--- config.mk ---
export PLATFORM = sky130hd
export DESIGN_NAME = front_panel_control_sequencer
export DESIGN_NICKNAME = d
export VERILOG_FILES = /design/src/panel_pkg.sv /design/src/front_panel_control_sequencer.sv
export VERILOG_INCLUDE_DIRS = /design/src
export SDC_FILE = /design/constraint.sdc
export NUM_CORES = 1
export LEC_CHECK = 0
export ABC_CLOCK_PERIOD_IN_PS = 2200
export BUFFER_PORTS_ARGS = -buffer_cell sky130_fd_sc_hd__buf_2
export CAP_MARGIN = 20
export CORE_MARGIN = 2
export CORE_UTILIZATION = 47
export CTS_BUF_LIST = sky130_fd_sc_hd__clkbuf_4
export DETAILED_ROUTE_END_ITERATION = 12
export PLACE_DENSITY = 0.8
export SETUP_SLACK_MARGIN = 0.02
export SLEW_MARGIN = 40
export SYNTH_ARGS = -nofsm -noshare
export SYNTH_HDL_FRONTEND = slang
export SYNTH_SLANG_ARGS = --single-unit
--- constraint.sdc ---
create_clock -name core_clk -period 2.2 [get_ports core_clk]
set_clock_uncertainty 0.1 [all_clocks]
set_input_delay 0.22 -clock core_clk [delete_from_list [all_inputs] [get_ports core_clk]]
set_output_delay 0.22 -clock core_clk [all_outputs]
set_load 0.005 [all_outputs]
--- src/panel_defs.svh ---
// Purpose: Constants of the front-panel sequencer
// Assumes: 200 MHz core clock
// Notes: Offsets are byte addresses on the register bus
`ifndef PANEL_DEFS_SVH
`define PANEL_DEFS_SVH
`define CLK_PERIOD_NS 5
`define DEBOUNCE_NS 1000000
`define PD_TIMEOUT_NS 5000000
`define REG_SWITCH 4'h0
`define REG_STATUS 4'h4
`define REG_CTRL 4'h8
`define CTRL_POW_BIT 0
`define CTRL_RESET 1'h0
`define BOOT_BASE 14'h0100
`define BOOT_LEN 9'h100
`define ON_START_REDUCED 14'h017C
`define ON_START_STD 14'h0000
`endif

--- src/panel_pkg.sv ---
// Purpose: Types shared by the front-panel sequencer
// Assumes: Nothing
// Notes: Constants live in panel_defs.svh
package panel_pkg;
    typedef enum logic [1:0] {KEY_OFF = 2'h0, KEY_ON = 2'h1, KEY_LOCK = 2'h2, KEY_AUTO = 2'h3} key_t;
    typedef enum logic [2:0] {S_OFF, S_RUN, S_STOPPED, S_STEP, S_MEM, S_BOOT, S_BOOTWR, S_PWRDN} seq_state_t;
    typedef struct packed {
        logic halt;
        logic perform;
        logic addrLoad;
        logic store;
        logic fetch;
        logic [13:0] data;
    } switches_t;
    typedef struct packed {
        logic [7:0] acc;
        logic [13:0] loc;
        logic enable;
        logic carry;
        logic waitMode;
        logic power;
    } lamps_t;
endpackage : panel_pkg

--- src/front_panel_control_sequencer.sv ---
// Purpose: Front-panel sequencer acting on operator switches for the processor
// Assumes: Core halts at instruction boundaries while run is low; memory port answers with memAck
// Notes: Switch pins are synchronised; perform is debounced
// Behaviour
// - Halt latched plus perform press stops execution at next instruction.
// - Stopped with address-load, perform copies fourteen data switches into location counter.
// - Stopped with switches released, perform starts execution at location counter.
// - Stopped with halt only, each perform runs exactly one instruction.
// - While stepping, pending interrupt is taken on perform; next press runs table.
// - Fetch switch: perform reads byte at location into accumulator, increments location.
// - Store switch: perform writes switches 08:15 at location, shows it, increments.
// - From wait, halt plus perform then release plus perform resumes after wait.
// - Reading switch register returns data switches 08:15 to software.
// - Reduced panel, key off to auto loads 256 serial bytes from 0x100.
// - After auto-load, execution begins at 0x100.
// - Reduced panel, key off to on starts execution at 0x017C.
// - Power-down completes on its own after a timeout without program action.
// - Panel switches are ignored unless key is in on position.
// - Selected function acts only when perform is pressed.
//
// Design decisions made here: the placing of the registers and register access over Avalon-MM.
`timescale 1ns/1ps
`default_nettype none
`include "panel_defs.svh"
module front_panel_control_sequencer #(
    parameter int DebounceCyc = `DEBOUNCE_NS / `CLK_PERIOD_NS,
    parameter int PdTimeoutCyc = `PD_TIMEOUT_NS / `CLK_PERIOD_NS
) (
    // Clock and reset
    input wire logic core_clk,
    input wire logic rst_n,
    // Panel switches and key
    input wire panel_pkg::switches_t switchPins,
    input wire logic [1:0] keyPins,
    input wire logic reducedPanel,
    // Indicator lamps
    output panel_pkg::lamps_t lamps,
    // Processor state and control
    input wire logic [13:0] coreLoc,
    input wire logic [7:0] coreAcc,
    input wire logic coreCarry,
    input wire logic coreEnable,
    input wire logic coreWaiting,
    input wire logic intPending,
    input wire logic stepDone,
    output logic runCore,
    output logic stepReq,
    output logic intTake,
    output logic clearWait,
    output logic locLoad,
    output logic [13:0] locLoadVal,
    output logic accLoad,
    output logic [7:0] accLoadVal,
    output logic powerFail,
    output logic powerDown,
    // Memory port
    output logic memReq,
    output logic memWe,
    output logic [13:0] memAddr,
    output logic [7:0] memWdata,
    input wire logic [7:0] memRdata,
    input wire logic memAck,
    // Serial loader input
    input wire logic rxValid,
    input wire logic [7:0] rxData,
    // Avalon-MM slave
    input wire logic [3:0] avsAddress,
    input wire logic avsRead,
    input wire logic avsWrite,
    input wire logic [31:0] avsWritedata,
    output logic [31:0] avsReaddata,
    output logic avsWaitrequest
);
    import panel_pkg::*;

    switches_t swMeta_r, sw_r;
    logic [1:0] keyMeta_r, key_r;
    logic perfStable_r, perfPrev_r, perfEdge;
    logic [19:0] dbCnt_r;
    logic [19:0] pdCnt_r;
    seq_state_t state_r;
    logic memPanelWr_r;
    logic [8:0] bootCnt_r;
    logic powCmd_r;
    logic avAck_r;
    logic keyOn, fnSel;

    // Increment of a 14-bit address
    function automatic logic [13:0] incAddr(input logic [13:0] a);
        incAddr = a + 14'h0001;
    endfunction : incAddr

    // Two-stage synchronisers for every switch and key pin; reducedPanel is used unsynchronised
    always_ff @(posedge core_clk)
    begin
        swMeta_r <= switchPins;
        sw_r <= swMeta_r;
        keyMeta_r <= keyPins;
        key_r <= keyMeta_r;
    end

    // Debounce of perform: accept a level held stable for the full count
    always_ff @(posedge core_clk)
    begin
        if (!rst_n)
        begin
            perfStable_r <= 1'b0;
            dbCnt_r <= 20'h00000;
            perfPrev_r <= 1'b0;
        end
        else
        begin
            perfPrev_r <= perfStable_r;
            if (sw_r.perform == perfStable_r)
                dbCnt_r <= 20'h00000;
            else if (dbCnt_r >= 20'(DebounceCyc - 1))
            begin
                perfStable_r <= sw_r.perform;
                dbCnt_r <= 20'h00000;
            end
            else
                dbCnt_r <= dbCnt_r + 20'h00001;
        end
    end

    // One pulse per accepted press in any key position; key on is decoded beside it
    assign perfEdge = perfStable_r && !perfPrev_r;
    assign keyOn = (key_t'(key_r) == KEY_ON);
    assign fnSel = sw_r.addrLoad || sw_r.store || sw_r.fetch;

    // Lamps mirror processor state
    always_ff @(posedge core_clk)
    begin
        if (!rst_n)
            lamps <= '0;
        else
        begin
            lamps.acc <= coreAcc;
            lamps.loc <= coreLoc;
            lamps.enable <= coreEnable;
            lamps.carry <= coreCarry;
            lamps.waitMode <= coreWaiting;
            lamps.power <= (state_r != S_OFF);
        end
    end

    // Main panel sequencer
    always_ff @(posedge core_clk)
    begin
        if (!rst_n)
        begin
            state_r <= S_OFF;
            runCore <= 1'b0;
            stepReq <= 1'b0;
            intTake <= 1'b0;
            clearWait <= 1'b0;
            locLoad <= 1'b0;
            locLoadVal <= 14'h0000;
            accLoad <= 1'b0;
            accLoadVal <= 8'h00;
            powerFail <= 1'b0;
            memReq <= 1'b0;
            memWe <= 1'b0;
            memAddr <= 14'h0000;
            memWdata <= 8'h00;
            memPanelWr_r <= 1'b0;
            bootCnt_r <= 9'h000;
            pdCnt_r <= 20'h00000;
        end
        else
        begin
            stepReq <= 1'b0;
            intTake <= 1'b0;
            clearWait <= 1'b0;
            locLoad <= 1'b0;
            accLoad <= 1'b0;
            powerFail <= 1'b0;
            if (key_t'(key_r) == KEY_OFF && state_r != S_OFF && state_r != S_PWRDN)
            begin
                // Key off raises the power-fail interrupt and starts the timeout
                powerFail <= 1'b1;
                pdCnt_r <= 20'h00000;
                memReq <= 1'b0;
                state_r <= S_PWRDN;
            end
            else
            begin
                unique case (state_r)
                    S_OFF:
                    begin
                        bootCnt_r <= 9'h000;
                        if (key_t'(key_r) == KEY_ON)
                        begin
                            locLoad <= 1'b1;
                            locLoadVal <= reducedPanel ? `ON_START_REDUCED : `ON_START_STD;
                            runCore <= 1'b1;
                            state_r <= S_RUN;
                        end
                        else if (key_t'(key_r) == KEY_AUTO && reducedPanel)
                            state_r <= S_BOOT;
                    end
                    S_RUN:
                        if (perfEdge && keyOn && sw_r.halt)
                        begin
                            runCore <= 1'b0;
                            state_r <= S_STOPPED;
                        end
                    S_STOPPED:
                        if (perfEdge && keyOn)
                        begin
                            if (sw_r.addrLoad)
                            begin
                                locLoad <= 1'b1;
                                locLoadVal <= sw_r.data;
                            end
                            else if (sw_r.fetch || sw_r.store)
                            begin
                                memReq <= 1'b1;
                                memWe <= sw_r.store;
                                memPanelWr_r <= sw_r.store;
                                memAddr <= coreLoc;
                                memWdata <= sw_r.data[7:0];
                                state_r <= S_MEM;
                            end
                            else if (sw_r.halt && intPending)
                                intTake <= 1'b1;
                            else if (sw_r.halt)
                            begin
                                stepReq <= 1'b1;
                                state_r <= S_STEP;
                            end
                            else
                            begin
                                runCore <= 1'b1;
                                clearWait <= coreWaiting;
                                state_r <= S_RUN;
                            end
                        end
                    S_STEP:
                        if (stepDone)
                            state_r <= S_STOPPED;
                    S_MEM:
                        if (memAck)
                        begin
                            memReq <= 1'b0;
                            accLoad <= 1'b1;
                            accLoadVal <= memPanelWr_r ? memWdata : memRdata;
                            locLoad <= 1'b1;
                            locLoadVal <= incAddr(memAddr);
                            state_r <= S_STOPPED;
                        end
                    S_BOOT:
                        if (rxValid)
                        begin
                            memReq <= 1'b1;
                            memWe <= 1'b1;
                            memAddr <= `BOOT_BASE + 14'(bootCnt_r);
                            memWdata <= rxData;
                            state_r <= S_BOOTWR;
                        end
                    S_BOOTWR:
                        if (memAck)
                        begin
                            memReq <= 1'b0;
                            bootCnt_r <= bootCnt_r + 9'h001;
                            if (bootCnt_r == `BOOT_LEN - 9'h001)
                            begin
                                locLoad <= 1'b1;
                                locLoadVal <= `BOOT_BASE;
                                runCore <= 1'b1;
                                state_r <= S_RUN;
                            end
                            else
                                state_r <= S_BOOT;
                        end
                    S_PWRDN:
                    begin
                        pdCnt_r <= pdCnt_r + 20'h00001;
                        if (powCmd_r || pdCnt_r >= 20'(PdTimeoutCyc - 1))
                        begin
                            runCore <= 1'b0;
                            state_r <= S_OFF;
                        end
                    end
                endcase
            end
        end
    end

    assign powerDown = (state_r == S_OFF);

    // Avalon handshake: one wait cycle, then the answer
    assign avsWaitrequest = (avsRead || avsWrite) && !avAck_r;

    always_ff @(posedge core_clk)
    begin
        if (!rst_n)
            avAck_r <= 1'b0;
        else
            avAck_r <= (avsRead || avsWrite) && !avAck_r;
    end

    // Control register; power-down command taken at the accepting edge
    always_ff @(posedge core_clk)
    begin
        if (!rst_n)
            powCmd_r <= `CTRL_RESET;
        else if (avsWrite && avAck_r && avsAddress == `REG_CTRL)
            powCmd_r <= avsWritedata[`CTRL_POW_BIT];
        else if (state_r == S_OFF)
            powCmd_r <= 1'b0;
    end

    // Read data prepared during the wait cycle
    always_ff @(posedge core_clk)
    begin
        if (!rst_n)
            avsReaddata <= 32'h00000000;
        else if (avsRead && !avAck_r)
        begin
            unique case (avsAddress)
                `REG_SWITCH: avsReaddata <= {24'h000000, sw_r.data[7:0]};
                `REG_STATUS: avsReaddata <= {25'h0000000, key_r, powerDown, runCore, state_r};
                `REG_CTRL: avsReaddata <= {31'h00000000, powCmd_r};
                default: avsReaddata <= 32'h00000000;
            endcase
        end
    end
endmodule : front_panel_control_sequencer
`default_nettype wire

==> Flow_metrics.wiki, run 1 <==
{| class="wikitable"
! Metric !! Value
|-
| Count of max-cap constraint violations || 0
|-
| Detailed router's first-iteration violation count || 383
|-
| Overall die area || 17,150 um^2
|-
| Syn-to-layout area delta || 29.61%
|-
| Overflow left after global routing || 0
|-
| Tightest Pin Transition || 665.2 ps
|-
| CTS buffer count || 17
|-
| Async SR Flop Fraction || 0%
|-
| CTS H-Tree Depth || 4
|-
| Clk_lat worst skew || 600 ps
|-
| Clock-pin slew of the registers on the worst-case setup and hold paths || 150 ps
|-
| Finished Layout Cells || 1,293
|-
| Power density cells || 945.3 nW/um^2
|-
| Library cell used as clock root buffer || sky130_fd_sc_hd__clkbuf_4
|-
| CTS sink cnt || 186
|-
| Starting density of the core || 47.87%
|-
| Layout cell share with drive strength beyond 1 || 25.56%
|-
| Die Height || 131.0 um
|-
| Fraction of the mapped netlist area in adder cells || 0.8258%
|-
| Area share of the largest cell type after synthesis || 49.15%
|-
| Outcome || complete, no violations
|-
| Kind of end point of the critical path || register
|-
| Post-synthesis instance total || 805
|-
| All-layer global routing usage || 22.71%
|-
| IO Port Bufs || 164
|-
| Horizontal extent of the die || 131.0 um
|-
| Switching power summed over all nets || 3.232 mW
|-
| Yosys Warn Count || 0
|-
| Core ar. || 15,830 um^2
|-
| Weighted congestion reported at the end of routability-driven placement || 0.9040
|-
| XOR/XNOR Fraction of Synth Area || 6.012%
|-
| Hold violation total from the final report || 0
|-
| Global-route wire length before repair || 30,500 um
|-
| Type of origin of the critical path || register
|-
| Post-detailed-route wirelength per cell || 15.21 um
|-
| Dominant cell by count in the synthesized netlist || sky130_fd_sc_hd__dfxtp_1
|-
| Largest family of logic cells by synthesized area || simple AND/OR/NAND/NOR gates
|-
| TritonCTS clock tree || built
|-
| Part of the power in the clock network || 21.4%
|-
| Number of flip-flops and latches in the synthesized netlist || 186
|-
| Most used routing layer in global routing || met2
|-
| Class of the worst hold path || input pin to register
|-
| Number of nets in the final layout || 1,176
|-
| Number of flops mapped to enable cells by yosys || 0
|-
| Largest net degree at the start of global routing || 53
|-
| Row Count || 46
|-
| Post-Route WL || 19,660 um
|-
| Cell total after placement || 1,182
|-
| Number of placed I/O pins || 220
|-
| Synth Area per Inst || 9.411 um^2
|-
| Vias in the first global route || 6,246
|-
| Design Power || 9.283 mW
|-
| Initial antenna violation count || 1
|-
| Basic-gate share of the synthesized area counting and, or, nand and nor cells || 21.17%
|-
| Leading register cell type out of synthesis || sky130_fd_sc_hd__dfxtp_1
|-
| Detailed-router iteration count before antenna repair || 5
|-
| Post-DP HPWL || 13,360 um
|-
| Maximum clock insertion buffer count || 2
|-
| Cell types with the largest area share after synthesis || sky130_fd_sc_hd__dfxtp_1 49%, sky130_fd_sc_hd__nor2_1 5.5%, sky130_fd_sc_hd__xnor2_1 3.1%, sky130_fd_sc_hd__xor2_1 2.9%, sky130_fd_sc_hd__buf_4 2.8%
|-
| Remaining antenna violation count || 0
|-
| Synthesized-area fraction occupied by ao, oa, aoi and oai cells || 13.34%
|-
| Number of unique standard cell types used by synthesis || 64
|-
| Ratio of final minimum period to clock period || 94.28%
|-
| Peak ir drop on the vdd network || 0.4831 mV
|-
| Largest area contributor in the synthesized netlist || sky130_fd_sc_hd__dfxtp_1
|-
| Met3 usage || 5.537%
|-
| Critical Setup Path Class || register to register
|-
| Setup violation total in the final timing report || 0
|-
| Number of DRC violations after detailed routing || 0
|-
| Max-slew violation count || 0
|-
| Fmax || 482.1 MHz
|-
| Logic gate share of total power || 33.7%
|-
| Synth Cell Area || 7576 um^2
|-
| Met2 routing resource usage after global routing || 38.22%
|-
| Leak pwr || 4.128 nW
|-
| Fillers || 1,312
|-
| Required arrival time at the worst endpoint || 2620 ps
|-
| Relative contribution of sequential cells to total power || 44.9%
|-
| Switch share || 34.82%
|-
| Worst Path Max Fanout || 6
|-
| List of most frequent post-synthesis cells || 186 x sky130_fd_sc_hd__dfxtp_1, 111 x sky130_fd_sc_hd__nor2_1, 46 x sky130_fd_sc_hd__nand2_1
|-
| Max-slew headroom at the worst pin || 55.59%
|-
| Sequential area share after synthesis || 49.15%
|-
| Internal power || 6.051 mW
|-
| Worst EP arrival || 2490 ps
|-
| Mean number of vias per cell || 5.160
|-
| Shortest period the worst path allows || 2074 ps
|-
| GR met1 Demand/Resource || 28.48%
|-
| Via count || 6,672
|-
| RSZ-0062 raised after global routing || false
|-
| Multiplexer fraction of the synthesized cell area || 2.510%
|}
==> cells in the final DEF, fill, tap and decap left out, drive strengths merged, types with 8 or more instances in the layout <==
master	instances
a311oi	19
a211oi	27
conb	26
nor3	26
a21oi	31
inv	26
and2	29
xor2	25
nand2b	8
clkbuf	18
nor4	8
nor2	111
buf	209
xnor2	27
and3	8
a22oi	11
dfxtp	186
mux2i	19
nand3	36
nand4	15
dlygate4sd3	75
o21ai	11
nand2	47
==> metrics by stage <==
step	TNS [ps]	worst slack, ps	hold WS (ps)	instance area (um^2)	util [%]
finish	0	125.8	43.61	9819	62.04
global route	0	19.41	56.08	9819	62.04
CTS	0	33.98	0.2538	9729	61.47
detailed placement	-112.9	-27.02	212.1	8676	54.81
global placement	-31.57	-5.835	210.5	8676	54.81
floorplan	0	67.82	147.7	7670	-
==> final timing paths <==
check                                 start                          end  slack (ps)  cells after the start
hold / removal                avsAddress[2]  avsReaddata[7]$_SDFFE_PN0P_          40                      4
hold reg to reg        swMeta_r[15]$_DFF_P_             sw_r[15]$_DFF_P_         240                      0
setup / recovery  bootCnt_r[0]$_SDFFE_PN0P_   locLoadVal[2]$_SDFFE_PN0P_         130                     10
setup reg to reg  bootCnt_r[0]$_SDFFE_PN0P_   locLoadVal[2]$_SDFFE_PN0P_         130                     10
==> area by class of cell <==
type                    count  area (um^2)  area share (%)
well taps                 216        270.3           2.752
diodes                      1        2.502         0.02548
clock buffers              18        135.1           1.376
inverters                  22        82.58          0.8410
flip-flops and latches    186         3730           37.98
clock inverters            13        165.2           1.682
multi-input cells         553         3470           35.33
repair buffers            284         1964           20.01
==> state kept, by name (all words and copies together), names as in the netlist, 9 cells and up <==
register	flops
bootCnt_r	9
pdCnt_r	20
swMeta_r	19
memAddr	14
locLoadVal	14
sw_r	19
dbCnt_r	20
lamps	26
==> kinds of logic (layout without fill, tap and decap cells) <==
logic type,after synthesis,in the layout
other,1,27
AO/OA/AOI/OAI,133,133
multiplexers,19,19
flip-flops,186,186
adder cells (fa/ha/maj),5,5
buffers and inverters,91,337
AND/OR/NAND/NOR,318,318
XOR/XNOR,52,52
==> repair_timing <==
item	4_1_cts	5_1_grt
buffers inserted	0	3
hold endpoints to repair	91	0
setup endpoints to repair	16	49
gates cloned	0	1
resized for setup	2	17
hold buffers	75	0
pin swaps	0	4
==> critical path, cell delays in order (launching register included) <==
cell	delay, ps
sky130_fd_sc_hd__dfxtp_1	400
sky130_fd_sc_hd__ha_4	160
sky130_fd_sc_hd__nand3_2	80
sky130_fd_sc_hd__nor2_2	90
sky130_fd_sc_hd__ha_1	160
sky130_fd_sc_hd__nor2b_1	60
sky130_fd_sc_hd__a22oi_1	210
sky130_fd_sc_hd__o22a_2	250
sky130_fd_sc_hd__buf_6	130
sky130_fd_sc_hd__o211ai_4	100
sky130_fd_sc_hd__o221a_2	260
==> power groups by stage <==
stage / Combinational [mW] / Sequential, mW / Clock (mW)
finish: 3.13 / 4.17 / 1.98
CTS: 2.98 / 4.15 / 2.03
detailed placement: 2.86 / 4.22 / 0
global route: 3.44 / 4.22 / 2.16
floorplan: 2.01 / 4.16 / 0
global placement: 2.82 / 4.21 / 0
==> layer usage <==
metal / vias up / part of all wire, %
li1: 3289 / -
met1: 3108 / 42
met2: 246 / 49
met3: 29 / 6.6
met4: 0 / 1.8
met5: - / 0
Power figures use the tool's default switching activity.
==> run 2, diff against run 1 <==
--- a/config.mk
+++ b/config.mk
@@ -10,10 +10,10 @@
 export BUFFER_PORTS_ARGS = -buffer_cell sky130_fd_sc_hd__buf_2
 export CAP_MARGIN = 20
 export CORE_MARGIN = 2
-export CORE_UTILIZATION = 47
+export CORE_UTILIZATION = 30
 export CTS_BUF_LIST = sky130_fd_sc_hd__clkbuf_4
 export DETAILED_ROUTE_END_ITERATION = 12
-export PLACE_DENSITY = 0.8
+export PLACE_DENSITY = 0.57
 export SETUP_SLACK_MARGIN = 0.02
 export SLEW_MARGIN = 40
 export SYNTH_ARGS = -nofsm -noshare
==> Flow_metrics.wiki, run 2 (same netlist as run 1, synthesis figures left out) <==
{| class="wikitable"
! Metric !! Value
|-
| Number of flip-flops in the largest register || 26 (unchanged)
|-
| Post-DP HPWL || 14,840 um (+11%)
|-
| Leak pwr || 4.107 nW (-0.51%)
|-
| Library cell used as clock root buffer || sky130_fd_sc_hd__clkbuf_4
|-
| Overflow left after global routing || 0 (unchanged)
|-
| Worst EP arrival || 2450 ps (-40 ps)
|-
| Max-slew headroom at the worst pin || 50.79% (-4.8 points)
|-
| Setup violation total in the final timing report || 0 (unchanged)
|-
| Detailed router's first-iteration violation count || 401 (+4.7%)
|-
| Maximum clock insertion buffer count || 2 (unchanged)
|-
| Kind of end point of the critical path || register
|-
| Top cell by count, worst path || sky130_fd_sc_hd__buf_12
|-
| Remaining antenna violation count || 0 (unchanged)
|-
| Critical Path Max Stage Delay || 450 ps (+50 ps)
|-
| Fmax || 478.3 MHz (-0.79%)
|-
| Clk_lat worst skew || 580 ps (-20 ps)
|-
| Number of cells traversed by the worst register-to-register path || 7 (-3)
|-
| RSZ-0062 raised after global routing || true
|-
| Met2 routing resource usage after global routing || 23.69% (-15 points)
|-
| CTS buffer count || 17 (unchanged)
|-
| Via count || 6,493 (-2.7%)
|-
| Finished Layout Cells || 1,406 (+8.7%)
|-
| GR met1 Demand/Resource || 21.02% (-7.5 points)
|-
| Horizontal extent of the die || 162.9 um (+24%)
|-
| Total negative setup slack || 0 ps (unchanged)
|-
| Power density cells || 924.6 nW/um^2 (-2.2%)
|-
| Leading cell types in the layout, fill and taps excluded || 181 x sky130_fd_sc_hd__dfxtp_1, 164 x sky130_fd_sc_hd__buf_2, 111 x sky130_fd_sc_hd__nor2_1
|-
| Ratio of final minimum period to clock period || 95.03% (+0.75 points)
|-
| Mean number of vias per cell || 4.618 (-11%)
|-
| Number of placed I/O pins || 220 (unchanged)
|-
| Core ar. || 24,960 um^2 (+58%)
|-
| Reg2reg setup slack || 110 ps (-20 ps)
|-
| Hold path cells || 4 (unchanged)
|-
| Peak ir drop on the vdd network || 0.4757 mV (-1.5%)
|-
| Hold violation total from the final report || 0 (unchanged)
|-
| Row Count || 58 (+26%)
|-
| Final design instance area without fill || 9927 um^2 (+1.1%)
|-
| Cell with the largest stage delay on the worst path || sky130_fd_sc_hd__dfxtp_1
|-
| Top Registers || lamps x26, dbCnt_r x20, pdCnt_r x20
|-
| Total setup buffers inserted after CTS || 0 (unchanged)
|-
| Min-delay src || avsAddress[2]
|-
| Most frequent standard cell in the layout excluding fill and tap cells || sky130_fd_sc_hd__dfxtp_1
|-
| Max-slew violation count || 0 (unchanged)
|-
| Critical Setup Path Class || register to register
|-
| IO Port Bufs || 164 (unchanged)
|-
| Class of the worst hold path || input pin to register
|-
| All-layer global routing usage || 15.14% (-7.6 points)
|-
| Met3 usage || 3.158% (-2.4 points)
|-
| Number of DRC violations after detailed routing || 0 (unchanged)
|-
| CTS H-Tree Depth || 4 (unchanged)
|-
| Worst path setup slack after routing || 109.3 ps (-16.50 ps)
|-
| Multi-input gate area in the final layout || 3476 um^2 (+0.18%)
|-
| CTS sink cnt || 186 (unchanged)
|-
| Syn-to-layout area delta || 31.03%
|-
| Design Power || 9.178 mW (-1.1%)
|-
| Overall die area || 26,540 um^2 (+55%)
|-
| Shortest period the worst path allows || 2091 ps (+16.50 ps)
|-
| TritonCTS clock tree || built
|-
| Initial antenna violation count || 1 (unchanged)
|-
| Worst hold slack || 66.34 ps (+22.73 ps)
|-
| Worst reg2reg startpoint || state_r[0]$_SDFFE_PN0P_
|-
| Post-placement cell area || 8889 um^2 (+2.5%)
|-
| Largest net degree at the start of global routing || 53 (unchanged)
|-
| Post-Route WL || 20,490 um (+4.2%)
|-
| Starting density of the core || 30.35% (-18 points)
|-
| Tightest Pin Transition || 737.1 ps (+71.88 ps)
|-
| Number of nets in the final layout || 1,175 (-0.085%)
|-
| Finished Core Util || 39.77% (-22 points)
|-
| Most used routing layer in global routing || met2
|-
| Layout cell share with drive strength beyond 1 || 25.95% (+0.40 points)
|-
| Post-detailed-route wirelength per cell || 14.57 um (-4.2%)
|-
| Worst setup slack after placement || -31.20 ps (-4.175 ps)
|-
| Worst r2r dst || memAddr[13]$_SDFFE_PN0P_
|-
| Required arrival time at the worst endpoint || 2560 ps (-60 ps)
|-
| Vias in the first global route || 5,894 (-5.6%)
|-
| Cell total after placement || 1,302 (+10%)
|-
| WHS Endpoint || avsReaddata[7]$_SDFFE_PN0P_
|-
| Fillers || 2,529 (+93%)
|-
| Die Height || 162.9 um (+24%)
|-
| Type of origin of the critical path || register
|-
| Outcome || complete, no violations
|-
| Worst Path Max Fanout || 43 (+37)
|-
| Detailed-router iteration count before antenna repair || 5 (unchanged)
|-
| Global-route wire length before repair || 31,490 um (+3.3%)
|-
| Clock-pin slew of the registers on the worst-case setup and hold paths || 160 ps (about the same)
|-
| Footprint of the flip-flops and latches || 3730 um^2 (unchanged)
|-
| Count of max-cap constraint violations || 0 (unchanged)
|-
| Weighted congestion reported at the end of routability-driven placement || 0.8226 (-9.0%)
|-
| Ordered list of cells on the worst path || buf_12 -> nand3b_1 -> o31ai_2 -> o2111a_1 -> buf_12 -> nand2b_1 -> a21oi_1
|-
| Register with the highest flop count || lamps
|}
-- run 2: routing by layer --
metal  part of all wire, %  wire (um)
met5                     0          0
met1                    48       9733
met2                    46       9410
met4                   1.3        257
met3                   5.3       1084
-- run 2: worst max-delay path by stage --
stage                     slack (ps)                       from                     endpoint
after floorplan                   70  bootCnt_r[0]$_SDFFE_PN0P_   locLoadVal[6]$_SDFFE_PN0P_
after global placement           -20  bootCnt_r[0]$_SDFFE_PN0P_  locLoadVal[11]$_SDFFE_PN0P_
after detailed placement         -30  bootCnt_r[0]$_SDFFE_PN0P_   locLoadVal[1]$_SDFFE_PN0P_
after CTS                         10    state_r[1]$_SDFFE_PN0P_     memAddr[13]$_SDFFE_PN0P_
after global routing              20    state_r[1]$_SDFFE_PN0P_     memWdata[6]$_SDFFE_PN0P_
final                            110    state_r[0]$_SDFFE_PN0P_     memAddr[13]$_SDFFE_PN0P_
-- run 2: power breakdown --
part / total (mW) / switching (mW) / internal [mW] / leakage [nW]
clock network: 1.77 / 1.19 / 0.579 / 0.143
logic: 3.24 / 1.72 / 1.52 / 2.43
registers: 4.17 / 0.378 / 3.79 / 1.53
-- run 2: final cells by class --
cell class                 count  share of cell area [%]
inverter                      22                  0.8319
multi-input combinational    553                   35.01
sequential                   186                   37.57
timing repair buffer         283                   19.84
tap                          330                   4.159
clock buffer                  18                   1.361
antenna                        1                 0.02521
clock inverter                13                   1.197
-- run 2: what timing repair did --
item	CTS	global route
gates resized for setup	4	14
pin swaps	0	3
endpoints found under the setup margin	16	61
cloned	0	0
endpoints found under the hold margin	84	1
hold buffers	71	1
-- run 2: critical path: cells and delay by family (launching register included) --
family | cells | cell delay, ps
AO/OA/AOI/OAI | 3 | 540
buffers and inverters | 2 | 440
flip-flops | 1 | 450
AND/OR/NAND/NOR | 2 | 450
==> run 3, diff against run 2 <==
--- a/config.mk
+++ b/config.mk
@@ -9,9 +9,9 @@
 export ABC_CLOCK_PERIOD_IN_PS = 2200
 export BUFFER_PORTS_ARGS = -buffer_cell sky130_fd_sc_hd__buf_2
 export CAP_MARGIN = 20
+export CORE_ASPECT_RATIO = 1.25
 export CORE_MARGIN = 2
 export CORE_UTILIZATION = 30
-export CTS_BUF_LIST = sky130_fd_sc_hd__clkbuf_4
 export DETAILED_ROUTE_END_ITERATION = 12
 export PLACE_DENSITY = 0.57
 export SETUP_SLACK_MARGIN = 0.02
==> Flow_metrics.wiki, run 3 (same netlist as run 1, synthesis figures left out) <==
{| class="wikitable"
! Metric !! Value
|-
| Hold violation total from the final report || 0 (unchanged)
|-
| Library cell used as clock root buffer || sky130_fd_sc_hd__clkbuf_16
|-
| Most frequent standard cell in the layout excluding fill and tap cells || sky130_fd_sc_hd__dfxtp_1
|-
| Max-slew headroom at the worst pin || 52.89% (+2.1 points)
|-
| Post-detailed-route wirelength per cell || 14.71 um (+0.94%)
|-
| Worst setup startpoint || bootCnt_r[0]$_SDFFE_PN0P_
|-
| Power density cells || 1016 nW/um^2 (+9.9%)
|-
| Cell with the largest stage delay on the worst path || sky130_fd_sc_hd__dfxtp_1
|-
| Worst Path Buf+Inv || 2 (unchanged)
|-
| Overflow left after global routing || 0 (unchanged)
|-
| Vias in the first global route || 6,091 (+3.3%)
|-
| CTS H-Tree Depth || 4 (unchanged)
|-
| Tightest Pin Transition || 705.7 ps (-31.40 ps)
|-
| Post-Route WL || 20,560 um (+0.37%)
|-
| Via count || 6,423 (-1.1%)
|-
| Type of origin of the critical path || register
|-
| Critical Path Max Stage Delay || 310 ps (-140 ps)
|-
| Horizontal extent of the die || 146.1 um (-10%)
|-
| Largest net degree at the start of global routing || 53 (unchanged)
|-
| Ratio of final minimum period to clock period || 93.47% (-1.6 points)
|-
| Number of flip-flops in the largest register || 26 (unchanged)
|-
| Worst EP arrival || 2270 ps (-180 ps)
|-
| TritonCTS clock tree || built
|-
| Min-delay src || memRdata[7]
|-
| Register with the highest flop count || lamps
|-
| Cell family with most CP delay || compound AO/OA/AOI/OAI gates
|-
| Critical Setup Path Class || register to register
|-
| Setup violation total in the final timing report || 0 (unchanged)
|-
| Detailed-router iteration count before antenna repair || 4 (-1)
|-
| Fmax || 486.3 MHz (+1.7%)
|-
| All-layer global routing usage || 15.29% (+0.16 points)
|-
| Overall die area || 26,550 um^2 (about the same)
|-
| Number of DRC violations after detailed routing || 0 (unchanged)
|-
| Peak ir drop on the vdd network || 0.6487 mV (+36%)
|-
| Top Registers || lamps x26, dbCnt_r x20, pdCnt_r x20
|-
| Kind of end point of the critical path || register
|-
| Count of max-cap constraint violations || 0 (unchanged)
|-
| Die Height || 181.7 um (+12%)
|-
| Leak pwr || 4.192 nW (+2.1%)
|-
| Weighted congestion reported at the end of routability-driven placement || 0.8426 (+2.4%)
|-
| CTS sink cnt || 186 (unchanged)
|-
| RSZ-0062 raised after global routing || true
|-
| CTS buffer count || 17 (unchanged)
|-
| Shortest period the worst path allows || 2056 ps (-34.31 ps)
|-
| Antenna Cells || 0 (-1)
|-
| Class of the worst hold path || input pin to register
|-
| Ordered list of cells on the worst path || ha_1 -> nand3_2 -> nor2_2 -> ha_1 -> nor2b_2 -> a22oi_2 -> o22a_2 -> buf_4 -> buf_4 -> a21oi_1 -> a211oi_2
|-
| Clk_lat worst skew || 440 ps (-140 ps)
|-
| Row Count || 65 (+12%)
|-
| Clock-pin slew of the registers on the worst-case setup and hold paths || 70 ps (-90 ps)
|-
| Starting density of the core || 30.24% (-0.10 points)
|-
| Number of nets in the final layout || 1,163 (-1.0%)
|-
| Number of placed I/O pins || 220 (unchanged)
|-
| Fillers || 2,513 (-0.63%)
|-
| Remaining antenna violation count || 0 (unchanged)
|-
| IO Port Bufs || 164 (unchanged)
|-
| Max-slew violation count || 0 (unchanged)
|-
| Maximum clock insertion buffer count || 2 (unchanged)
|-
| Worst reg2reg startpoint || bootCnt_r[0]$_SDFFE_PN0P_
|-
| Post-placement cell area || 8867 um^2 (-0.24%)
|-
| Post-DP HPWL || 14,840 um (about the same)
|-
| Leading cell types in the layout, fill and taps excluded || 184 x sky130_fd_sc_hd__dfxtp_1, 164 x sky130_fd_sc_hd__buf_2, 110 x sky130_fd_sc_hd__nor2_1
|-
| Worst Path Max Fanout || 8 (-81%)
|-
| Final design instance area without fill || 10,080 um^2 (+1.6%)
|-
| Finished Core Util || 40.25% (+0.48 points)
|-
| Outcome || complete, no violations
|-
| Finished Layout Cells || 1,398 (-0.57%)
|-
| Core ar. || 25,050 um^2 (+0.34%)
|-
| Mean number of vias per cell || 4.594 (-0.51%)
|-
| Global-route wire length before repair || 31,930 um (+1.4%)
|-
| Syn-to-layout area delta || 33.08%
|-
| Layout cell share with drive strength beyond 1 || 25.49% (-0.46 points)
|-
| Design Power || 10.25 mW (+12%)
|-
| Detailed router's first-iteration violation count || 249 (-38%)
|-
| Reg2reg setup slack || 140 ps (+30 ps)
|-
| Initial antenna violation count || 0 (-1)
|-
| Cell total after placement || 1,305 (+0.23%)
|-
| Required arrival time at the worst endpoint || 2420 ps (-140 ps)
|}
[run 3: worst min-delay path, cell delays in order]
cell and delay [ps]:
sky130_fd_sc_hd__buf_2 90, sky130_fd_sc_hd__mux2i_1 110, sky130_fd_sc_hd__a211oi_1 80
[run 3: area by class of cell]
cell class	count	area [um^2]	share of cell area [%]
Sequential cell	186	3726	36.96
Multi-Input combinational cell	553	3445	34.16
Timing Repair Buffer	271	1839	18.24
Clock buffer	18	439.2	4.356
Tap cell	335	419.2	4.157
Clock inverter	13	131.4	1.303
Inverter	22	82.58	0.8191
[run 3: report_power, final]
group	internal, mW	switching (mW)
combinational	1.42	1.66
sequential	3.79	0.376
clock	1.62	1.39
[run 3: repair_timing]
| item | 4_1_cts | 5_1_grt |
|---|---|---|
| setup buffers | 0 | 1 |
| endpoints found under the hold margin | 67 | 0 |
| setup endpoints to repair | 15 | 39 |
| gates resized for setup | 2 | 8 |
| hold buffers | 61 | 0 |
| pin swaps | 0 | 2 |
[run 3: path summary, 6_finish.rpt]
check	to	cells past startpoint
min reg2reg	sw_r[16]$_DFF_P_	0
min	accLoadVal[7]$_SDFFE_PN0P_	3
max reg2reg	locLoadVal[13]$_SDFFE_PN0P_	11
max	locLoadVal[13]$_SDFFE_PN0P_	11
[run 3: metal layers]
layer / vias to the layer above / wire [um] / global-route usage [%]
met5: - / 0 / 0
met4: 0 / 631 / 6.602
met3: 36 / 820 / 3.090
met2: 162 / 10300 / 27.09
met1: 2968 / 8808 / 17.90
li1: 3257 / - / -
[run 3: stage by stage]
stage	TNS (ps)	worst slack, ps	hold slack [ps]
2_1_floorplan	0	67.82	147.7
3_3_place_gp	0	16.49	210.8
3_5_place_dp	-67.04	-12.97	212.8
4_1_cts	0	42.66	7.312
5_1_grt	0	0.7248	33.30
6_report	0	143.6	26.19
